<file path="src/hw/abe_pkg.sv">
package abe_pkg;
    // Register byte addresses on the AXI4-Lite bus
    localparam logic [3:0] ABE_PERIPH_EN_ADDR = 4'h0;
    localparam logic [3:0] ABE_ANALOG_EN_ADDR = 4'h4;
    localparam logic [3:0] ABE_DEAD_TIME_ADDR = 4'h8;
    localparam logic [3:0] ABE_STATUS_ADDR = 4'hc;
    localparam int ABE_ADDR_W = 4;
    localparam int ABE_REG_W = 8;
    localparam int ABE_DEAD_W = 8;
    // Peripheral enable register fields
    localparam int ABE_PE_HDLY_BYP = 5;
    localparam int ABE_PE_LDLY_BYP = 4;
    localparam int ABE_PE_PULLDOWN = 3;
    localparam int ABE_PE_PULLUP = 2;
    localparam int ABE_PE_UV_ACCEL = 1;
    localparam int ABE_PE_OV_ACCEL = 0;
    // Analog block enable register fields
    localparam int ABE_AE_OV_DET = 7;
    localparam int ABE_AE_UV_DET = 6;
    localparam int ABE_AE_MEAS_START = 5;
    localparam int ABE_AE_SLOPE_BYP = 4;
    localparam int ABE_AE_CUR_MEAS = 3;
    localparam int ABE_AE_TEMP_SENS = 2;
    localparam int ABE_AE_EFF_CIRC = 1;
    localparam int ABE_AE_VPATH = 0;
    // Status register fields
    localparam int ABE_ST_OV = 0;
    localparam int ABE_ST_UV = 1;
    localparam int ABE_ST_HIGH_SIDE_GATE_DRIVE = 2;
    localparam int ABE_ST_LOW_SIDE_GATE_DRIVE = 3;
    // Reset values and response codes
    localparam logic [7:0] ABE_PE_RESET = 8'h00;
    localparam logic [7:0] ABE_AE_RESET = 8'h00;
    localparam logic [7:0] ABE_DEAD_RESET = 8'h00;
    localparam logic [1:0] ABE_RESP_OKAY = 2'b00;
    localparam logic [1:0] ABE_RESP_SLVERR = 2'b10;
endpackage : abe_pkg

</file>
<file path="src/hw/abe_enable_regs.sv">
// Chosen here: the AXI4-Lite interface to the registers and the address map.
`timescale 1ns/1ps
`default_nettype none
// Function
// - High-side bypass bit set skips the high-side dead-time delay
// - Bit 4 set bypasses low-side delay; clear keeps low-side dead time
// - Bypass clear adds dead-time register value to matching turn-on edge
// - Bit 3 drives weak pull-down on negative sense input
// - Bit 2 drives weak pull-up on positive sense input
// - Bit 1 enables the output undervoltage accelerator
// - Enabled undervoltage accelerator forces both gate drives low on the third clock after the fault pin rises
// - Bit 0 enables the output overvoltage accelerator
// - Enabled overvoltage accelerator forces both gate drives low on the third clock after the fault pin rises
// - Overvoltage detect enable activates detection; clear ignores its threshold
// - Undervoltage detect enable activates detection; clear ignores its threshold
// - Writing 1 to measurement-start bit starts an efficiency measurement
// - Slope-compensation bypass bit bypasses slope compensation
// - Current measurement enable bit powers peak current measurement
// - Temperature sensor powered only while its enable bit is set
// - Efficiency-circuit enable powers efficiency circuitry, separate from start
// - Signal-path enable bit enables the voltage control path
module abe_enable_regs #(
    parameter int DEAD_W = abe_pkg::ABE_DEAD_W
) (
    // Clock, reset, enable
    input wire logic aclk,
    input wire logic aresetn,
    input wire logic clk_en,
    // AXI4-Lite write address
    input wire logic [abe_pkg::ABE_ADDR_W-1:0] s_axi_awaddr,
    input wire logic s_axi_awvalid,
    output logic s_axi_awready,
    // AXI4-Lite write data
    input wire logic [31:0] s_axi_wdata,
    input wire logic [3:0] s_axi_wstrb,
    input wire logic s_axi_wvalid,
    output logic s_axi_wready,
    // AXI4-Lite write response
    output logic [1:0] s_axi_bresp,
    output logic s_axi_bvalid,
    input wire logic s_axi_bready,
    // AXI4-Lite read address
    input wire logic [abe_pkg::ABE_ADDR_W-1:0] s_axi_araddr,
    input wire logic s_axi_arvalid,
    output logic s_axi_arready,
    // AXI4-Lite read data
    output logic [31:0] s_axi_rdata,
    output logic [1:0] s_axi_rresp,
    output logic s_axi_rvalid,
    input wire logic s_axi_rready,
    // Analog fault pins and raw PWM
    input wire logic ov_fault_pin,
    input wire logic uv_fault_pin,
    input wire logic pwm_high,
    input wire logic pwm_low,
    // Analog enables
    output logic neg_sense_pulldown_en,
    output logic pos_sense_pullup_en,
    output logic overvoltage_detect_en,
    output logic undervoltage_detect_en,
    output logic efficiency_meas_start,
    output logic slope_comp_bypass,
    output logic current_meas_en,
    output logic temp_sensor_en,
    output logic efficiency_circuit_en,
    output logic voltage_path_en,
    // Gate drives
    output logic high_side_gate_drive,
    output logic low_side_gate_drive
);
    import abe_pkg::*;

    ////////////////////////////////////////////////////////////////////////
    logic [ABE_REG_W-1:0] periph_q;
    logic [ABE_REG_W-1:0] analog_q;
    logic [DEAD_W-1:0] dead_q;
    logic [ABE_ADDR_W-1:0] awaddr_q;
    logic aw_held_q;
    logic [31:0] wdata_q;
    logic [3:0] wstrb_q;
    logic w_held_q;
    logic meas_start_q;
    logic [1:0] ov_sync_q;
    logic [1:0] uv_sync_q;
    logic [1:0] ph_sync_q;
    logic [1:0] pl_sync_q;
    logic ph_prev_q;
    logic pl_prev_q;
    logic [DEAD_W-1:0] hcnt_q;
    logic [DEAD_W-1:0] lcnt_q;
    logic high_side_gate_drive_q;
    logic low_side_gate_drive_q;

    logic do_write;
    logic ov_trip;
    logic uv_trip;
    logic kill;
    logic high_side_gate_drive_d;
    logic low_side_gate_drive_d;

    ////////////////////////////////////////////////////////////////////////
    // Write channels accepted in either order, response after both
    assign do_write = aw_held_q && w_held_q && !s_axi_bvalid;

    always_ff @(posedge aclk)
    begin
        if (!aresetn)
        begin
            aw_held_q <= 1'b0;
            awaddr_q <= '0;
            s_axi_awready <= 1'b0;
        end
        else if (clk_en)
        begin
            s_axi_awready <= !aw_held_q && !s_axi_awready && s_axi_awvalid;
            if (s_axi_awvalid && s_axi_awready)
            begin
                aw_held_q <= 1'b1;
                awaddr_q <= s_axi_awaddr;
            end
            else if (do_write)
            begin
                aw_held_q <= 1'b0;
            end
        end
    end

    always_ff @(posedge aclk)
    begin
        if (!aresetn)
        begin
            w_held_q <= 1'b0;
            wdata_q <= '0;
            wstrb_q <= '0;
            s_axi_wready <= 1'b0;
        end
        else if (clk_en)
        begin
            s_axi_wready <= !w_held_q && !s_axi_wready && s_axi_wvalid;
            if (s_axi_wvalid && s_axi_wready)
            begin
                w_held_q <= 1'b1;
                wdata_q <= s_axi_wdata;
                wstrb_q <= s_axi_wstrb;
            end
            else if (do_write)
            begin
                w_held_q <= 1'b0;
            end
        end
    end

    always_ff @(posedge aclk)
    begin
        if (!aresetn)
        begin
            s_axi_bvalid <= 1'b0;
            s_axi_bresp <= ABE_RESP_OKAY;
        end
        else if (clk_en)
        begin
            if (do_write)
            begin
                s_axi_bvalid <= 1'b1;
                s_axi_bresp <= (awaddr_q == ABE_PERIPH_EN_ADDR ||
                    awaddr_q == ABE_ANALOG_EN_ADDR || awaddr_q == ABE_DEAD_TIME_ADDR)
                    ? ABE_RESP_OKAY : ABE_RESP_SLVERR;
            end
            else if (s_axi_bready)
            begin
                s_axi_bvalid <= 1'b0;
            end
        end
    end

    ////////////////////////////////////////////////////////////////////////
    // Register storage; only byte lane 0 carries data
    always_ff @(posedge aclk)
    begin
        if (!aresetn)
        begin
            periph_q <= ABE_PE_RESET;
            analog_q <= ABE_AE_RESET;
            dead_q <= DEAD_W'(ABE_DEAD_RESET);
        end
        else if (clk_en && do_write && wstrb_q[0])
        begin
            unique case (awaddr_q)
                ABE_PERIPH_EN_ADDR: periph_q <= wdata_q[ABE_REG_W-1:0];
                ABE_ANALOG_EN_ADDR: analog_q <= wdata_q[ABE_REG_W-1:0];
                ABE_DEAD_TIME_ADDR: dead_q <= wdata_q[DEAD_W-1:0];
                default: ;
            endcase
        end
    end

    // Start pulse fires on each write of 1, not on the stored level
    always_ff @(posedge aclk)
    begin
        if (!aresetn)
            meas_start_q <= 1'b0;
        else if (clk_en)
            meas_start_q <= do_write && wstrb_q[0] && awaddr_q == ABE_ANALOG_EN_ADDR
                && wdata_q[ABE_AE_MEAS_START];
    end

    ////////////////////////////////////////////////////////////////////////
    // Read channel
    always_ff @(posedge aclk)
    begin
        if (!aresetn)
        begin
            s_axi_arready <= 1'b0;
            s_axi_rvalid <= 1'b0;
            s_axi_rdata <= '0;
            s_axi_rresp <= ABE_RESP_OKAY;
        end
        else if (clk_en)
        begin
            s_axi_arready <= !s_axi_rvalid && !s_axi_arready && s_axi_arvalid;
            if (s_axi_arvalid && s_axi_arready)
            begin
                s_axi_rvalid <= 1'b1;
                s_axi_rresp <= ABE_RESP_OKAY;
                unique case (s_axi_araddr)
                    ABE_PERIPH_EN_ADDR: s_axi_rdata <= 32'(periph_q);
                    ABE_ANALOG_EN_ADDR: s_axi_rdata <= 32'(analog_q);
                    ABE_DEAD_TIME_ADDR: s_axi_rdata <= 32'(dead_q);
                    ABE_STATUS_ADDR: s_axi_rdata <= 32'({high_side_gate_drive_q, low_side_gate_drive_q, uv_trip, ov_trip}
                        & 4'hf) << 0;
                    default:
                    begin
                        s_axi_rdata <= '0;
                        s_axi_rresp <= ABE_RESP_SLVERR;
                    end
                endcase
            end
            else if (s_axi_rready)
            begin
                s_axi_rvalid <= 1'b0;
            end
        end
    end

    ////////////////////////////////////////////////////////////////////////
    // Pin synchronisers
    always_ff @(posedge aclk)
    begin
        if (!aresetn)
        begin
            ov_sync_q <= '0;
            uv_sync_q <= '0;
            ph_sync_q <= '0;
            pl_sync_q <= '0;
            ph_prev_q <= 1'b0;
            pl_prev_q <= 1'b0;
        end
        else if (clk_en)
        begin
            ov_sync_q <= {ov_sync_q[0], ov_fault_pin};
            uv_sync_q <= {uv_sync_q[0], uv_fault_pin};
            ph_sync_q <= {ph_sync_q[0], pwm_high};
            pl_sync_q <= {pl_sync_q[0], pwm_low};
            ph_prev_q <= ph_sync_q[1];
            pl_prev_q <= pl_sync_q[1];
        end
    end

    // A fault only counts when its comparator is powered
    assign ov_trip = ov_sync_q[1] && analog_q[ABE_AE_OV_DET];
    assign uv_trip = uv_sync_q[1] && analog_q[ABE_AE_UV_DET];
    assign kill = (ov_trip && periph_q[ABE_PE_OV_ACCEL]) ||
        (uv_trip && periph_q[ABE_PE_UV_ACCEL]);

    ////////////////////////////////////////////////////////////////////////
    // Dead-time counters delay each rising drive edge
    always_ff @(posedge aclk)
    begin
        if (!aresetn)
        begin
            hcnt_q <= '0;
            lcnt_q <= '0;
        end
        else if (clk_en)
        begin
            if (ph_sync_q[1] && !ph_prev_q)
                hcnt_q <= dead_q;
            else if (hcnt_q != '0)
                hcnt_q <= hcnt_q - DEAD_W'(1);
            if (pl_sync_q[1] && !pl_prev_q)
                lcnt_q <= dead_q;
            else if (lcnt_q != '0)
                lcnt_q <= lcnt_q - DEAD_W'(1);
        end
    end

    always_comb
    begin
        high_side_gate_drive_d = ph_sync_q[1] && (periph_q[ABE_PE_HDLY_BYP] ||
            (ph_prev_q ? hcnt_q <= DEAD_W'(1) : dead_q == '0));
        low_side_gate_drive_d = pl_sync_q[1] && (periph_q[ABE_PE_LDLY_BYP] ||
            (pl_prev_q ? lcnt_q <= DEAD_W'(1) : dead_q == '0));
        if (kill)
        begin
            high_side_gate_drive_d = 1'b0;
            low_side_gate_drive_d = 1'b0;
        end
    end

    always_ff @(posedge aclk)
    begin
        if (!aresetn)
        begin
            high_side_gate_drive_q <= 1'b0;
            low_side_gate_drive_q <= 1'b0;
        end
        else if (clk_en)
        begin
            high_side_gate_drive_q <= high_side_gate_drive_d;
            low_side_gate_drive_q <= low_side_gate_drive_d;
        end
    end

    ////////////////////////////////////////////////////////////////////////
    // Enables, start pulse and gate drives straight from flops
    assign neg_sense_pulldown_en = periph_q[ABE_PE_PULLDOWN];
    assign pos_sense_pullup_en = periph_q[ABE_PE_PULLUP];
    assign overvoltage_detect_en = analog_q[ABE_AE_OV_DET];
    assign undervoltage_detect_en = analog_q[ABE_AE_UV_DET];
    assign efficiency_meas_start = meas_start_q;
    assign slope_comp_bypass = analog_q[ABE_AE_SLOPE_BYP];
    assign current_meas_en = analog_q[ABE_AE_CUR_MEAS];
    assign temp_sensor_en = analog_q[ABE_AE_TEMP_SENS];
    assign efficiency_circuit_en = analog_q[ABE_AE_EFF_CIRC];
    assign voltage_path_en = analog_q[ABE_AE_VPATH];
    assign high_side_gate_drive = high_side_gate_drive_q;
    assign low_side_gate_drive = low_side_gate_drive_q;
endmodule : abe_enable_regs
`default_nettype wire

</file>
<file path="config.mk">
export PLATFORM = sky130hd
export DESIGN_NAME = abe_enable_regs
export DESIGN_NICKNAME = d
export VERILOG_FILES = /design/src/hw/abe_pkg.sv /design/src/hw/abe_enable_regs.sv
export SDC_FILE = /design/constraint.sdc
export NUM_CORES = 1
export LEC_CHECK = 0
export BUFFER_PORTS_ARGS = -buffer_cell sky130_fd_sc_hd__buf_2
export CORE_AREA = 2 2 92 94
export DETAILED_ROUTE_END_ITERATION = 7
export DIE_AREA = 0 0 94 96
export PLACE_DENSITY_LB_ADDON = 0.2
export SYNTH_ARGS = -nofsm -noshare
export SYNTH_HDL_FRONTEND = slang
export SYNTH_SLANG_ARGS = --single-unit
</file>
<file path="constraint.sdc">
create_clock -name aclk -period 2.2 [get_ports aclk]
set_clock_uncertainty 0.15 [all_clocks]
set_input_delay 0.22 -clock aclk [delete_from_list [all_inputs] [get_ports aclk]]
set_output_delay 0.22 -clock aclk [all_outputs]
set_load 0.01 [all_outputs]
</file>
==> results of run 1 <==
==> repair_timing <==
item                                    4_1_cts  5_1_grt
hold endpoints to repair                     17        0
hold buffers                                 17        0
endpoints found under the setup margin        0        3
resized for setup                             0        1
==> synth_stat cells, types with 4 or more instances <==
| cell | number |
|---|---|
| mux2i_1 | 26 |
| nor4_1 | 6 |
| o22ai_1 | 10 |
| a22oi_1 | 9 |
| o31a_1 | 5 |
| nor3_1 | 7 |
| nand2_1 | 50 |
| dfxtp_1 | 83 |
| o21ai_2 | 8 |
| ha_1 | 6 |
| nor2b_1 | 38 |
| buf_2 | 6 |
| and3_1 | 4 |
| nand3_1 | 28 |
| o21a_1 | 4 |
| o21ai_0 | 14 |
| clkbuf_1 | 14 |
| inv_1 | 11 |
| a32o_1 | 4 |
| a21oi_1 | 8 |
| buf_4 | 27 |
| nor2_1 | 12 |
| o2bb2ai_1 | 4 |
| buf_1 | 4 |
| a21boi_0 | 16 |
==> state kept, by name (all words and copies together), names as in the netlist, 2 cells and up <==
| register | flops |
|---|---|
| analog_q | 8 |
| awaddr_q | 4 |
| dead_q | 8 |
| hcnt_q | 8 |
| lcnt_q | 8 |
| ov_sync_q | 2 |
| periph_q | 8 |
| ph_sync_q | 2 |
| pl_sync_q | 2 |
| s_axi_rdata | 8 |
| uv_sync_q | 2 |
| wdata_q | 8 |
==> stage by stage <==
step           util, %  setup WS (ps)  power, mW  instance area, um^2  hold WS (ps)
5_1_grt           59.7           30.2       4.52                 4800          37.3
3_5_place_dp      55.4            150       3.22                 4460           297
3_3_place_gp      55.4            184       3.19                 4460           293
6_report          59.7            188       4.24                 4800          34.9
2_1_floorplan        -            411       2.92                 4250           215
4_1_cts           59.7            127       4.24                 4800          26.6
==> power breakdown <==
part	switching, mW	total (mW)	leakage, nW	internal, mW
registers	0.159	1.79	0.673	1.63
clock network	0.580	0.999	0.0795	0.420
logic	0.789	1.45	1.22	0.659
==> worst min-delay path by stage <==
stage,from,slack [ps],end
2_1_floorplan,s_axi_wdata[0],210,wdata_q[0]
3_3_place_gp,s_axi_rdata[1],290,s_axi_rdata[1]
3_5_place_dp,s_axi_rdata[1],300,s_axi_rdata[1]
4_1_cts,s_axi_araddr[1],30,s_axi_rdata[1]
5_1_grt,s_axi_araddr[1],40,s_axi_rdata[1]
6_report,s_axi_araddr[1],30,s_axi_rdata[1]
==> cells in the final DEF (no fill, tap or decap), types with 3 or more instances in the layout <==
cell type | netlist | final
o21ai_0 | 14 | 14
buf_2 | 6 | 55
inv_1 | 11 | 11
nand2b_1 | 3 | 3
nor4_1 | 6 | 6
o22ai_1 | 10 | 10
mux2i_1 | 26 | 26
dfxtp_1 | 83 | 83
o41ai_1 | 3 | 3
o31a_1 | 5 | 5
dlygate4sd3_1 | 0 | 17
o21ai_2 | 8 | 8
ha_1 | 6 | 6
nand2_1 | 50 | 50
nor4bb_1 | 3 | 3
and3_1 | 4 | 4
o2bb2ai_1 | 4 | 4
nand3_1 | 28 | 28
a22oi_1 | 9 | 9
a21oi_1 | 8 | 8
nor3_1 | 7 | 7
nor2_1 | 12 | 12
clkinvlp_4 | 0 | 3
mux4_2 | 3 | 3
clkbuf_8 | 0 | 9
and2_1 | 2 | 3
conb_1 | 1 | 26
or4_1 | 3 | 3
nor3b_1 | 3 | 3
o21a_1 | 4 | 4
a32o_1 | 4 | 4
nand4b_1 | 3 | 3
nor2b_1 | 38 | 38
buf_4 | 27 | 12
a21boi_0 | 16 | 16
==> tightest hold or removal path: stages <==
cell and delay [ps]:
buf_2 100, nor2_1 60, nand4_1 80, nand2_1 40
==> cells by family (layout without fill, tap and decap cells) <==
logic type,Yosys count,count (layout),share of synthesized area (%)
AO/OA/AOI/OAI,101,101,17.9
adder cells (fa/ha/maj),6,6,1.81
buffers and inverters,63,112,8.48
flip-flops,83,83,40.0
multiplexers,30,30,8.15
other,1,26,0.0902
AND/OR/NAND/NOR,177,177,23.6
==> metal layers <==
layer  part of all wire [%]  GRT usage, %
met4                    1.2          7.73
met5                      0             0
met1                     47          29.8
met3                    5.0          3.05
met2                     47          36.7
==> final cells by class <==
class	count	area [um^2]	share of cell area, %
clock inverter	6	48.8	1.02
timing repair buffer	85	556	11.6
sequential	83	1660	34.6
clock buffer	10	128	2.66
multi-input combinational	340	2240	46.6
tap	105	131	2.73
inverter	11	41.3	0.859
==> metrics, run 1 <==
run status=complete, no violations; core area=0.00805 mm^2; Slowest-stage cell, CP=dfxtp_1; CTS HTree Levels=3; Iter 0 DRT Violations=between 100 and 150; Max IR drop VDD=0.411 mV; startpoint types=register; total gr overflow=0; ANT cells=0; Syn Inst Count=approximately 460; post-synth top area share=roughly 40%; Final Setup Violations=0; DRC=0; final non-filler cell total=640; area grow syn2layout=15.5%; via count=3560; detailed placement HPWL=6730 um; total setup buffers inserted after CTS=0; end point of the critical path=lcnt_q[2]; Final min period=between 2000 and 2500 ps; Post-Route WL=just under 10000 um; Final ANT Viol Nets=0; Final #Nets=592; Worst path max stage delay=~370 ps; hold path depth=4; Post-Syn Area per Cell=between 9 and 10 um^2; Synth Cell Area=approximately 0.0042 mm^2; Worst Setup SP=lcnt_q[1]; library cells used by synthesis=62; Cell Count Post-Placement=between 600 and 700; most area-consuming cells after synthesis=dfxtp_1, mux2i_1, nor2b_1; Crit Path Max Fanout=6; CP Cell Sequence=inv_1, ha_1, nor3b_1, and2_1, o22ai_1, a311oi_1; Max clock buf depth=2; Final Wtd Congestion=slightly below 0.9; dominant cell type by area after synthesis=dfxtp_1; first-pass GRT wire length=15700 um; initial antenna violation count=0; WP data arrival=approximately 2100 ps; pwr/cell area=just under 900 mW/mm^2; Rows=33; Setup TNS Final=0 ps; r2r startpoint=lcnt_q[1]; Worst path depth=6; R2R setup slack=~190 ps; wire per inst=15.2 um; Achievable Freq=between 400 and 500 MHz; Buf/Inv on CP=1; CTS Buf Count=9; fill cell count=roughly 740; EDFF count, synth=0; Fin. Hold Viols=0; synth warn=0; crit share post-route=between 90% and 100%; Clock transition at path regs=80 ps; largest net degree at the start of global routing=50; Tightest Hold Check Type=in -> reg; Critical Path RT=2320 ps; Root Driver=clkbuf_8; critical path's top delay family=simple AND/OR/NAND/NOR gates; worst skew pair latency=360 ps; die width=94 um; Die Y=around 96 um; Lkg Pwr=approximately 2.0 nW; CP endpoint kind=register; critical path type=reg -> reg; CTS Sinks=between 80 and 90; IO Pins=109; overall routing resource usage=about 22%; Synth Flop Type=dfxtp_1; ys async rst share=0%; fraction of layout cells with a size suffix above 1=between 10% and 20%; Max Cap Violations=0; Starting Density=roughly half; vias in the first global route=between 3000 and 4000; DR pass1 iterations=4; Seq/Total Area, Yosys=approximately two fifths; FF-to-FF path depth=6; TritonCTS clock tree=built; Yosys reg bits=between 80 and 90; Buffers on Ports=between 50 and 60; Critical R2R Capture=lcnt_q[2]; vias per cell=5.56; die area=~0.009 mm^2; Final Max Tran Viols=0; RSZ-0062 raised after global routing=no
No activity file was read; power rests on OpenSTA's default activity.
==> run 2, diff against run 1 <==
REMOVE_ABC_BUFFERS = 1   (was unset)
==> run 2 against run 1 <==
Sequential share of layout area fell by 0.14 points. Clock-buffer cell count did not move. First-iteration DRC count rose by 13%. Sequential cell count did not move. Combinational power fell by 3%. Global-route usage rose by 1.3 points. Worst setup slack improved by 1.4 ps. Sequential power barely moved. Cell count did not move. Utilization rose by 0.25 points. Largest cell class unchanged.
==> metrics, run 2 (synthesis gave the netlist of run 1 again) <==
R2R setup slack=between 150 and 200 ps; critical path type=reg -> reg; commonest non-fill, non-tap cell in the layout=dfxtp_1; Max Cap Violations=0; WP data arrival=around 2200 ps; IO Pins=~110; Internal=roughly 2.8 mW; total gr overflow=0; initial antenna violation count=0; pwr/cell area=roughly 890 mW/mm^2; crit share post-route=between 90% and 100%; Rows=33; die width=94 um; Buffers on Ports=55; ANT cells=0; Slew @ Worst Pin=between 600 and 700 ps; most frequent cells in the layout=dfxtp_1, buf_2, nand2_1; Fin. Hold Viols=0; area grow syn2layout=16.0%; Root Driver=clkbuf_8; Final Max Tran Viols=0; Lkg Pwr=between 1.5 and 2 nW; overall routing resource usage=between 20% and 30%; via count=3612; DRC=0; first-pass GRT wire length=approximately 17000 um; Final #Nets=about 590; Final Setup Violations=0; Clock Power Share=roughly a quarter; wire per inst=15.3 um; run status=complete, no violations; CTS Buf Count=9; largest net degree at the start of global routing=28; die area=approximately 0.009 mm^2; hold path depth=4; Clock transition at path regs=~80 ps; detailed placement HPWL=~6900 um; vias per cell=5.64; combinational group share of total power=between 30% and 40%; Crit Path Max Fanout=6; switching share of power=35.1%; Hold Crit Endpoint=s_axi_bvalid; Die Y=about 96 um; DR pass1 iterations=5; sequential fraction of design power=roughly two fifths; Final Wtd Congestion=~0.83; Iter 0 DRT Violations=167; fraction of layout cells with a size suffix above 1=20.0%; startpoint types=register; TritonCTS clock tree=built; Final min period=2010 ps; RSZ-0062 raised after global routing=no; worst skew pair latency=around 360 ps; vias in the first global route=between 3000 and 4000; Final ANT Viol Nets=0; CP endpoint kind=register; Starting Density=between 50% and 60%; CTS HTree Levels=3; Cell Count Post-Placement=between 600 and 700; Critical Path RT=2340 ps; CTS Sinks=between 80 and 90; r2r startpoint=lcnt_q[1]; Tightest Hold Check Type=in -> reg; max_slew headroom=about three fifths; core area=slightly above 0.008 mm^2; final non-filler cell total=640; Achievable Freq=about 500 MHz; Max IR drop VDD=between 0.3 and 0.4 mV; Critical R2R Capture=lcnt_q[1]; Setup TNS Final=0 ps; Max clock buf depth=2; worst hold start=s_axi_bready; Post-Route WL=between 9000 and 10000 um; FF-to-FF path depth=6; Net Switching=around 1.5 mW
run 2: layout make-up:
cell class,instances,area [um^2]
clock buffers,10,138
clock inverters,4,51.3
fillers,720,3230
inverters,11,41.3
multi-input cells,340,2240
flip-flops and latches,83,1660
well taps,105,131
repair buffers,87,558
run 2: per-stage QoR:
stage                     total power [mW]  setup slack, ps  instance area [um^2]  hold WS, ps  util [%]
after floorplan                       2.82              343                  3940          183         -
after global placement                3.14              204                  4460          293      55.4
after detailed placement              3.18              159                  4460          307      55.4
after CTS                             4.30             97.9                  4820         18.8      59.9
after global routing                  4.59             46.6                  4820         49.1      59.9
final                                 4.31              190                  4820         35.9      59.9
run 2: how the worst max path moves through the flow:
stage,from,endpoint,cells past startpoint,slack (ps)
3_5_place_dp,lcnt_q[1],lcnt_q[1],6,160
6_report,lcnt_q[1],lcnt_q[1],6,190
4_1_cts,lcnt_q[1],lcnt_q[1],6,100
3_3_place_gp,lcnt_q[1],lcnt_q[4],6,200
5_1_grt,lcnt_q[1],lcnt_q[1],6,50
2_1_floorplan,s_axi_bvalid,periph_q[0],4,340
run 2: routing by layer:
layer | track usage [%] | routed length [um]
met5 | 0 | 0
met4 | 11.4 | 255
met3 | 4.31 | 594
met2 | 36.3 | 4450
met1 | 31.7 | 4510
run 2: critical path, stage by stage, from the launching register on:
cell and delay [ps]:
dfxtp_1 430, inv_1 130, ha_1 210, nor3b_2 180, and2_0 270, nor4b_1 380
o31a_1 200
run 2: timing repair:
action	CTS	global route
endpoints found under the setup margin	0	3
setup buffers	0	0
hold endpoints to repair	17	0
gates resized for setup	0	1
hold buffers	17	0
run 2: power groups by stage:
stage	sequential [mW]	clock, mW	combinational [mW]
6_report	1.80	1.10	1.41
5_1_grt	1.82	1.20	1.57
4_1_cts	1.79	1.12	1.39
3_5_place_dp	1.82	0	1.35
3_3_place_gp	1.82	0	1.32
2_1_floorplan	1.79	0	1.02
